## src/pkg/fault_status_pkg.sv

```systemverilog
/*
 * Shared constants for the fault status register bank: command codes, bit positions and reset values.
 * Assumes a single clock domain and a command decoder outside the bank that presents command codes.
 */
package fault_status_pkg;
	localparam logic [7:0] CMD_OUTPUT_CURRENT_STATUS = 8'h7B;
	localparam logic [7:0] CMD_INPUT_STATUS = 8'h7C;
	localparam logic [7:0] CMD_TEMPERATURE_STATUS = 8'h7D;
	localparam logic [7:0] CMD_COMM_LOGIC_STATUS = 8'h7E;
	localparam logic [7:0] STATUS_RESET = 8'h00;
	// Bits that carry a function in each status byte.
	localparam logic [7:0] OUTPUT_CURRENT_USED = 8'hFC;
	localparam logic [7:0] INPUT_USED = 8'hF0;
	localparam logic [7:0] TEMPERATURE_USED = 8'hFE;
	localparam logic [7:0] COMM_LOGIC_USED = 8'hE2;
	// Output current status bit positions.
	localparam int OC_FAULT_BIT = 7;
	localparam int OC_LV_FAULT_BIT = 6;
	localparam int OC_WARNING_BIT = 5;
	localparam int UC_FAULT_BIT = 4;
	localparam int PHASE_A_FAULT_BIT = 3;
	localparam int PHASE_B_FAULT_BIT = 2;
	// Input status bit positions.
	localparam int IN_OV_FAULT_BIT = 7;
	localparam int IN_OV_WARNING_BIT = 6;
	localparam int IN_UV_WARNING_BIT = 5;
	localparam int IN_UV_FAULT_BIT = 4;
	// Temperature status bit positions.
	localparam int OVER_TEMPERATURE_FAULT_BIT = 7;
	localparam int OVER_TEMPERATURE_WARNING_BIT = 6;
	localparam int UNDER_TEMPERATURE_WARNING_BIT = 5;
	localparam int UNDER_TEMPERATURE_FAULT_BIT = 4;
	localparam int ONCHIP_SOURCE_BIT = 3;
	localparam int EXT_A_SOURCE_BIT = 2;
	localparam int EXT_B_SOURCE_BIT = 1;
	// Communication and logic status bit positions.
	localparam int BAD_COMMAND_BIT = 7;
	localparam int BAD_DATA_BIT = 6;
	localparam int PACKET_ERROR_BIT = 5;
	localparam int OTHER_COMM_BIT = 1;
	// Summary word bit positions.
	localparam int SUMMARY_OUTPUT_CURRENT_BIT = 14;
	localparam int SUMMARY_INPUT_BIT = 13;
endpackage

```

## src/pkg/status_byte_if.sv

```systemverilog
/*
 * Carrier between the bank and one sticky status byte: set events, clear and the held value.
 * Assumes both ends run on the same clock.
 */
interface status_byte_if;
	logic [7:0] set_bits;
	logic clear;
	logic [7:0] value;
	modport owner (output set_bits, output clear, input value);
	modport holder (input set_bits, input clear, output value);
endinterface

```

## src/hw/sticky_byte.sv

```systemverilog
/*
 * One sticky status byte: bits set by events, held until cleared, unused bits forced to zero.
 * Assumes set and clear come from logic on the same clock.
 */
module sticky_byte #(
	parameter logic [7:0] USED_MASK = 8'hFF
) (
	input wire logic clk,
	input wire logic rst_n,
	status_byte_if.holder port
);
	logic [7:0] value_r;
	logic [7:0] value_nxt;

	// A set in the same cycle as a clear wins, so no event is lost.
	always_comb begin
		value_nxt = port.clear ? port.set_bits : (value_r | port.set_bits);
		value_nxt = value_nxt & USED_MASK;
	end

	// Holds the byte; reset brings it to zero.
	always_ff @(posedge clk) begin
		if (!rst_n) begin
			value_r <= fault_status_pkg::STATUS_RESET;
		end else begin
			value_r <= value_nxt;
		end
	end

	assign port.value = value_r;
endmodule

```

## src/hw/fault_status_bytes.sv

```systemverilog
/*
 * Four read-only fault status bytes with summary bits, read by command code.
 * Assumes fault detectors and the bus command decoder are on CLOCK and give one-cycle event pulses.
 */
module fault_status_bytes (
	// Clock and reset.
	input wire logic CLOCK,
	input wire logic RESET_N,
	// Output current events.
	input wire logic OUTPUT_OVERCURRENT_FAULT,
	input wire logic OVERCURRENT_LOW_VOLTAGE_FAULT,
	input wire logic OUTPUT_OVERCURRENT_WARNING,
	input wire logic OUTPUT_UNDERCURRENT_FAULT,
	input wire logic PHASE_A_FAULT,
	input wire logic PHASE_B_FAULT,
	// Input voltage events.
	input wire logic INPUT_OVERVOLTAGE_FAULT,
	input wire logic INPUT_OVERVOLTAGE_WARNING,
	input wire logic INPUT_UNDERVOLTAGE_WARNING,
	input wire logic INPUT_UNDERVOLTAGE_FAULT,
	// Temperature events and their sensor.
	input wire logic OVER_TEMPERATURE_FAULT,
	input wire logic OVER_TEMPERATURE_WARNING,
	input wire logic UNDER_TEMPERATURE_WARNING,
	input wire logic UNDER_TEMPERATURE_FAULT,
	input wire logic ONCHIP_SENSOR_SOURCE,
	input wire logic EXTERNAL_SENSOR_A_SOURCE,
	input wire logic EXTERNAL_SENSOR_B_SOURCE,
	// Communication events from the command decoder.
	input wire logic BAD_COMMAND,
	input wire logic BAD_DATA,
	input wire logic PACKET_ERROR,
	input wire logic OTHER_COMM_FAULT,
	// Command port: code, read and write strobes, fault clear.
	input wire logic [7:0] CMD_CODE,
	input wire logic CMD_READ,
	input wire logic CMD_WRITE,
	input wire logic CLEAR_FAULTS,
	// Read answer.
	output logic [7:0] READ_DATA,
	output logic READ_VALID,
	output logic CMD_HIT,
	// Summary word bits.
	output logic OUTPUT_CURRENT_SUMMARY_BIT,
	output logic INPUT_SUMMARY_BIT
);
	status_byte_if cur_if ();
	status_byte_if in_if ();
	status_byte_if tmp_if ();
	status_byte_if cml_if ();
	logic is_status_cmd;
	logic ro_write;
	logic [7:0] read_data_r;
	logic read_valid_r;

	// Tells whether a code names one of the four status bytes.
	function automatic logic status_code(input logic [7:0] code);
		status_code = (code == fault_status_pkg::CMD_OUTPUT_CURRENT_STATUS) ||
			(code == fault_status_pkg::CMD_INPUT_STATUS) ||
			(code == fault_status_pkg::CMD_TEMPERATURE_STATUS) ||
			(code == fault_status_pkg::CMD_COMM_LOGIC_STATUS);
	endfunction

	assign is_status_cmd = status_code(CMD_CODE);
	// A write aimed at a status byte does not load it and is reported as a read-only write.
	assign ro_write = CMD_WRITE && is_status_cmd;
	assign CMD_HIT = is_status_cmd;

	// Output current set events.
	always_comb begin
		cur_if.set_bits = 8'h00;
		cur_if.set_bits[fault_status_pkg::OC_FAULT_BIT] = OUTPUT_OVERCURRENT_FAULT;
		cur_if.set_bits[fault_status_pkg::OC_LV_FAULT_BIT] = OVERCURRENT_LOW_VOLTAGE_FAULT;
		cur_if.set_bits[fault_status_pkg::OC_WARNING_BIT] = OUTPUT_OVERCURRENT_WARNING;
		cur_if.set_bits[fault_status_pkg::UC_FAULT_BIT] = OUTPUT_UNDERCURRENT_FAULT;
		cur_if.set_bits[fault_status_pkg::PHASE_A_FAULT_BIT] = PHASE_A_FAULT;
		cur_if.set_bits[fault_status_pkg::PHASE_B_FAULT_BIT] = PHASE_B_FAULT;
	end

	// Input voltage set events.
	always_comb begin
		in_if.set_bits = 8'h00;
		in_if.set_bits[fault_status_pkg::IN_OV_FAULT_BIT] = INPUT_OVERVOLTAGE_FAULT;
		in_if.set_bits[fault_status_pkg::IN_OV_WARNING_BIT] = INPUT_OVERVOLTAGE_WARNING;
		in_if.set_bits[fault_status_pkg::IN_UV_WARNING_BIT] = INPUT_UNDERVOLTAGE_WARNING;
		in_if.set_bits[fault_status_pkg::IN_UV_FAULT_BIT] = INPUT_UNDERVOLTAGE_FAULT;
	end

	// Temperature set events; a source bit is only taken alongside a temperature event.
	always_comb begin
		logic any_temp;
		any_temp = OVER_TEMPERATURE_FAULT || OVER_TEMPERATURE_WARNING ||
			UNDER_TEMPERATURE_WARNING || UNDER_TEMPERATURE_FAULT;
		tmp_if.set_bits = 8'h00;
		tmp_if.set_bits[fault_status_pkg::OVER_TEMPERATURE_FAULT_BIT] = OVER_TEMPERATURE_FAULT;
		tmp_if.set_bits[fault_status_pkg::OVER_TEMPERATURE_WARNING_BIT] = OVER_TEMPERATURE_WARNING;
		tmp_if.set_bits[fault_status_pkg::UNDER_TEMPERATURE_WARNING_BIT] = UNDER_TEMPERATURE_WARNING;
		tmp_if.set_bits[fault_status_pkg::UNDER_TEMPERATURE_FAULT_BIT] = UNDER_TEMPERATURE_FAULT;
		tmp_if.set_bits[fault_status_pkg::ONCHIP_SOURCE_BIT] = any_temp && ONCHIP_SENSOR_SOURCE;
		tmp_if.set_bits[fault_status_pkg::EXT_A_SOURCE_BIT] = any_temp && EXTERNAL_SENSOR_A_SOURCE;
		tmp_if.set_bits[fault_status_pkg::EXT_B_SOURCE_BIT] = any_temp && EXTERNAL_SENSOR_B_SOURCE;
	end

	// Communication set events, including writes aimed at these read-only bytes.
	always_comb begin
		cml_if.set_bits = 8'h00;
		cml_if.set_bits[fault_status_pkg::BAD_COMMAND_BIT] = BAD_COMMAND;
		cml_if.set_bits[fault_status_pkg::BAD_DATA_BIT] = BAD_DATA;
		cml_if.set_bits[fault_status_pkg::PACKET_ERROR_BIT] = PACKET_ERROR;
		cml_if.set_bits[fault_status_pkg::OTHER_COMM_BIT] = OTHER_COMM_FAULT || ro_write;
	end

	// Fault clear reaches every byte at once.
	assign cur_if.clear = CLEAR_FAULTS;
	assign in_if.clear = CLEAR_FAULTS;
	assign tmp_if.clear = CLEAR_FAULTS;
	assign cml_if.clear = CLEAR_FAULTS;

	sticky_byte #(.USED_MASK(fault_status_pkg::OUTPUT_CURRENT_USED)) u_cur (
		.clk(CLOCK),
		.rst_n(RESET_N),
		.port(cur_if)
	);
	sticky_byte #(.USED_MASK(fault_status_pkg::INPUT_USED)) u_in (
		.clk(CLOCK),
		.rst_n(RESET_N),
		.port(in_if)
	);
	sticky_byte #(.USED_MASK(fault_status_pkg::TEMPERATURE_USED)) u_tmp (
		.clk(CLOCK),
		.rst_n(RESET_N),
		.port(tmp_if)
	);
	sticky_byte #(.USED_MASK(fault_status_pkg::COMM_LOGIC_USED)) u_cml (
		.clk(CLOCK),
		.rst_n(RESET_N),
		.port(cml_if)
	);

	// Read answer: one byte a cycle after a read of a status code; others answer zero with no valid.
	always_ff @(posedge CLOCK) begin
		if (!RESET_N) begin
			read_data_r <= fault_status_pkg::STATUS_RESET;
			read_valid_r <= 1'b0;
		end else begin
			read_valid_r <= CMD_READ && is_status_cmd;
			if (!CMD_READ) begin
				read_data_r <= read_data_r;
			end else if (CMD_CODE == fault_status_pkg::CMD_OUTPUT_CURRENT_STATUS) begin
				read_data_r <= cur_if.value;
			end else if (CMD_CODE == fault_status_pkg::CMD_INPUT_STATUS) begin
				read_data_r <= in_if.value;
			end else if (CMD_CODE == fault_status_pkg::CMD_TEMPERATURE_STATUS) begin
				read_data_r <= tmp_if.value;
			end else if (CMD_CODE == fault_status_pkg::CMD_COMM_LOGIC_STATUS) begin
				read_data_r <= cml_if.value;
			end else begin
				read_data_r <= fault_status_pkg::STATUS_RESET;
			end
		end
	end

	assign READ_DATA = read_data_r;
	assign READ_VALID = read_valid_r;

	// Summary bits follow the held bytes.
	assign OUTPUT_CURRENT_SUMMARY_BIT = |cur_if.value;
	assign INPUT_SUMMARY_BIT = |in_if.value;
endmodule

```

## config.mk

```make
export PLATFORM = sky130hd
export DESIGN_NAME = fault_status_bytes
export DESIGN_NICKNAME = d
export VERILOG_FILES = /design/src/pkg/fault_status_pkg.sv /design/src/pkg/status_byte_if.sv /design/src/hw/sticky_byte.sv /design/src/hw/fault_status_bytes.sv
export SDC_FILE = /design/constraint.sdc
export NUM_CORES = 1
export LEC_CHECK = 0
export ABC_AREA = 1
export BUFFER_PORTS_ARGS = -buffer_cell sky130_fd_sc_hd__buf_2
export CAP_MARGIN = 15
export CORE_MARGIN = 5
export CORE_UTILIZATION = 52
export CTS_CLUSTER_SIZE = 30
export DETAILED_ROUTE_END_ITERATION = 8
export GPL_TIMING_DRIVEN = 0
export PLACE_DENSITY = 0.83
export SYNTH_ARGS = -nofsm -noshare
export SYNTH_HDL_FRONTEND = slang
export SYNTH_SLANG_ARGS = --single-unit
```

## constraint.sdc

```tcl
create_clock -name CLOCK -period 1.9 [get_ports CLOCK]
set_input_delay 0 -clock CLOCK [delete_from_list [all_inputs] [get_ports CLOCK]]
set_output_delay 0 -clock CLOCK [all_outputs]
set_load 0.01 [all_outputs]
```

Yosys cells after proc, flatten, opt, wreduce, memory -nomap -nowiden
Index checks and enable logic that the tools add are counted.
W data, S select, Z words.

storage, ports and cells
  bits in registers = 41
  bits in latches = 0
  memory bits (writable) = 0
  memory bits (read-only) = 0
  word-level logic and storage cells = 40
  memories kept = 0

cells by class
  $add $sub $neg = 0
  multiply operators = 0
  div/mod/pow operators = 0
  magnitude comparators = 0
  equal/unequal tests = 4
  shift-type cells = 0
  mux-type cells = 8
  bitwise operators = 4
  reduce and logical (&&, ||, !) cells = 14

operators by type and width
  cell                  count
  $mux W8               8
  $eq A8 B7 Y1 const B  4
  $or A8 B8 Y8          4
  $reduce_or A8 Y1      2
  $logic_or A1 B1 Y1    7
  $logic_and A1 B1 Y1   5

Logic depth before layout (Yosys ltp)
  word-level depth = 8
  gate-level depth with buffers = 9
  gate-level depth less buffers = 9

Cells and area by module
Synthesis repeated with hierarchy kept, for this count alone.

unflattened totals
  cells, all modules = 251
  area, all modules = 1660.3 sq um

modules (own cells, without submodules)
  module                    times used  cells an instance  area each (sq um)  seq. area each (sq um)
  fault_status_bytes        1           144                849.6              180.2
  sticky_byte at u_cml ...  2           23                 171.4              80.1
  sticky_byte at u_tmp      1           32                 246.5              140.1
  sticky_byte at u_cur      1           29                 221.5              120.1

Least setup slack after synthesis
OpenSTA, ideal clock, no wires.

  kind = register to output
  start = register u_in.value_r[5], in the netlist u_in.port.value[5]
  end = output INPUT_SUMMARY_BIT
  data arrival time = 0.864 ns
  required time = 1.900 ns
  slack = 1.036 ns
  stages on the path, launching flop included = 2
  buffers on the path = 0
  cells stage by stage = dfxtp_1 or4_1

on the way
  longest elaborated chain between the ends = 1

ends and longest elaborated chain
  what                    RTL line                   RTL
  from (decl)             sticky_byte.sv:12          logic [7:0] value_r;
  from (signal assigned)  sticky_byte.sv:24          value_r <= fault_status_pkg::STATUS_RESET;
  from (signal assigned)  sticky_byte.sv:26          value_r <= value_nxt;
  $reduce_or A8 Y1        fault_status_bytes.sv:168  assign INPUT_SUMMARY_BIT = |in_if.value;
  to (decl)               fault_status_bytes.sv:45   output logic INPUT_SUMMARY_BIT

Every way passes these cells.

Worst setup path after layout
Ends and elaborated chain as after synthesis.

==> out/qor.log <==
qor: yosys.synthesis.area 0.00132 mm^2
qor: routing.drc 0
qor: worst_setup_path.arrival 1.33 ns
qor: min_path.min_delay_path_depth 5
qor: power_and_ir_drop.total_power 1.23 mW
qor: timing.fin_worst_skew 0.0114 ns
qor: global_route.grt_max_degree 11
qor: finish.layout.cells.non_filler 283
qor: worst_setup_path.cp_num_buf_inv 1
qor: outcome.status complete, no violations
qor: routing.routed_wirelength 3570 um
qor: timing.tns 0 ns
qor: min_path.hold-path-endpoint READ_DATA[5]
qor: finish.filler_cell_count 199
qor: finish.fin_nets 287
qor: global_route.grt-ovfl-total 0
qor: yosys.synthFlopType dfxtp_1
qor: worst_setup_path.setup_crit_start_kind flip-flop
qor: yosys.yosysWarnings 0
qor: placement.finalWeightedCongestion 0.814
qor: finish.layout_area_growth_over_synthesis 41.1%
qor: timing.slew_violations 0
qor: routing.drt_iter0_markers 43
qor: finish.antenna_cells_inserted 0
qor: flow_run.maxCapViolations 0
qor: worst_setup_path.worst-r2r-cell-count 3
qor: global_route.wire_length_of_the_first_global_routing_pass 5750 um
qor: worst_setup_path.reg_to_reg_endpoint u_cml.port.value[1]
qor: cts.cts-buffers-inserted 5
qor: placement.place.port_buffers 44
qor: routing.detail-route-antenna-nets 0
qor: global_route.antenna_violations_before_repair 0
qor: cts.clk_transition_reported_paths 0.10 ns
qor: cts.clock_tree.root_cell clkbuf_4
qor: die.chipHeight 60.4 um
qor: yosys.seq_area_frac_synth 44.0%
qor: yosys.syn-instance-count 179
qor: worst_setup_path.critical_path_peak_fanout 3
qor: worst_setup_path.critical_path.top_delay_family simple AND/OR/NAND/NOR gates
qor: die.fp.dieArea 0.00365 mm^2
qor: timing.achievable-frequency 753 MHz
qor: cts.cts_hold_repair.buffers 23
qor: power_and_ir_drop.vdd_drop_max 0.652 mV
qor: cts.postCtsSetupBuffers 0
qor: min_path.min-delay-path-class primary input to flip-flop
qor: routing.wl_per_cell 12.6 um
qor: die.ios 46
qor: global_route.vias_in_the_first_global_route 1325
qor: placement.detailed_place_hpwl 2380 um
qor: finish.fraction_of_final_layout_cells_with_drive_strength_greater_than_1 28.5%
qor: yosys.synth_edf_count 0
qor: yosys.post_synth_num_cell_types 28
qor: die.chipWidth 60.4 um
qor: die.placement_rows 18
qor: timing.unrepaired_setup_endpoints_after_global_routing no
qor: power_and_ir_drop.powerDensity 662 mW/mm^2
qor: routing.vias 1402
qor: placement.dp.cells 253
qor: routing.detail_route.vias_per_cell 4.95
qor: yosys.post_synth.cell_area_avg 7.37 um^2
qor: timing.setup_viol_count_final 0
qor: worst_setup_path.path_cells or4_1 -> buf_2
qor: cts.clkLatencyLatePin 0.33 ns
qor: timing.min_period_over_period 69.9%
qor: die.core_area 0.00245 mm^2
qor: power_and_ir_drop.static-leakage-power 0.961 nW
qor: timing.post-route-min-period 1.33 ns
qor: worst_setup_path.max_stage_delay_cell_worst_path or4_1
qor: routing.drtPass1Iterations 4
qor: worst_setup_path.setup.worst_path.class flip-flop to primary output
qor: yosys.syn_nets 213
qor: global_route.globalRouteTotalUtil 21.7%
qor: timing.hold_viol_final 0
qor: worst_setup_path.timing.rr.start u_cml.port.value[1]
qor: cts.clk_path_buf_depth 2
qor: cts.number_of_gates_resized_after_cts 0
qor: cts.cts.htree.levels 2
qor: yosys.ys_async_sr_fraction 0%
qor: worst_setup_path.cp_slowest_stage_delay 0.52 ns
qor: cts.clock_sink_count 29
qor: yosys.postSynthRegisterBits 29
qor: worst_setup_path.worst-r2r-setup-slack 0.64 ns
qor: cts.cts_tree done
qor: min_path.holdCritStartpoint CMD_READ
qor: worst_setup_path.cp-end-kind primary output
qor: die.start_util 53.8%
qor: worst_setup_path.required 1.90 ns
## flip-flops by register name, summed over array words and instances, names as in the netlist
| signal | flops |
|---|---|
| READ_DATA | 7 |
| READ_VALID | 1 |
| u_cml.port.value | 4 |
| u_cur.port.value | 6 |
| u_in.port.value | 4 |
| u_tmp.port.value | 7 |
## tightest hold or removal path, cell delays in order
cell and delay [ns]:
buf_2 0.13, nand2_1 0.06, nor3_1 0.04, nand2_1 0.07
nand2_1 0.04
## cell usage in the layout, fill, tap and decap left out, types with 2 or more instances in the layout
master and instances:
inv_2 3, inv_1 19, clkbuf_1 4, o211ai_1 2, nor2_1 18, a21oi_1 21, buf_2 45, nor2_4 3
clkbuf_4 5, nand4_1 2, a21oi_2 3, nand2_2 3, nor2_2 2, dlygate4sd3_1 23, o21ai_2 2, nand3_1 14
nand2_1 41, dfxtp_1 29, nand2_4 2
## final cells by class
cell class | count | area [um^2] | share of cell area (%)
well taps | 30 | 37.5 | 2.01
repair buffers | 67 | 450 | 24.2
plain buffers | 7 | 38.8 | 2.08
multi-input cells | 121 | 618 | 33.2
flip-flops and latches | 29 | 581 | 31.2
inverters | 22 | 82.6 | 4.43
clock buffers | 7 | 55.1 | 2.95
## synth_stat cells (2+ instances only)
| cell | number | area (um^2) |
|---|---|---|
| o21ai_2 | 2 | 17.5 |
| nand2_2 | 3 | 18.8 |
| a21oi_1 | 21 | 105 |
| nor2_1 | 18 | 67.6 |
| nand2_1 | 41 | 154 |
| inv_1 | 19 | 71.3 |
| nand2_4 | 2 | 22.5 |
| dfxtp_1 | 29 | 581 |
| clkbuf_1 | 3 | 11.3 |
| nor2_4 | 3 | 33.8 |
| inv_2 | 3 | 11.3 |
| nand4_1 | 2 | 12.5 |
| a21oi_2 | 3 | 26.3 |
| o211ai_1 | 2 | 15.0 |
| nor2_2 | 2 | 12.5 |
| nand3_1 | 14 | 70.1 |
## how the worst max path moves through the flow
stage | startpoint | end | slack, ns | depth (start not counted)
2_1_floorplan | u_in.port.value[5] | INPUT_SUMMARY_BIT | 1.04 | 1
3_3_place_gp | CMD_CODE[7] | READ_DATA[5] | 0.92 | 10
3_5_place_dp | CMD_CODE[7] | READ_DATA[5] | 0.91 | 10
4_1_cts | u_in.port.value[5] | INPUT_SUMMARY_BIT | 0.56 | 2
5_1_grt | u_in.port.value[5] | INPUT_SUMMARY_BIT | 0.51 | 2
6_report | u_in.port.value[5] | INPUT_SUMMARY_BIT | 0.57 | 2
## per-layer routing
| metal | vias to the layer above | global-route usage (%) | wire length [um] |
|---|---|---|---|
| met1 | 623 | 25.0 | 1450 |
| li1 | 718 | - | - |
| met2 | 53 | 38.0 | 1810 |
| met4 | 0 | 11.1 | 72 |
| met5 | - | 0 | 0 |
| met3 | 8 | 4.47 | 234 |
## kinds of logic after synthesis
kind of cell,after synthesis,share of synthesized area [%]
and+or+nand+nor,90,33.3
AOI/OAI and AO/OA,30,13.3
DFF,29,44.0
buffers and inverters,29,9.19
other,1,0.284
## per-stage QoR
step / util (%) / worst slack, ns / area, um^2 / hold slack (ns)
floorplan: - / 1.04 / 1320 / 0.117
global placement: 64.3 / 0.925 / 1580 / 0.202
detailed placement: 64.3 / 0.908 / 1580 / 0.212
CTS: 75.9 / 0.557 / 1860 / 0.0367
global route: 75.9 / 0.514 / 1860 / 0.0494
finish: 75.9 / 0.572 / 1860 / 0.0445
## power by group
group / internal (mW) / total (mW) / switching (mW)
clock network: 0.174 / 0.382 / 0.208
logic: 0.0957 / 0.188 / 0.0921
registers: 0.642 / 0.663 / 0.0211
Power figures use the tool's default switching activity.
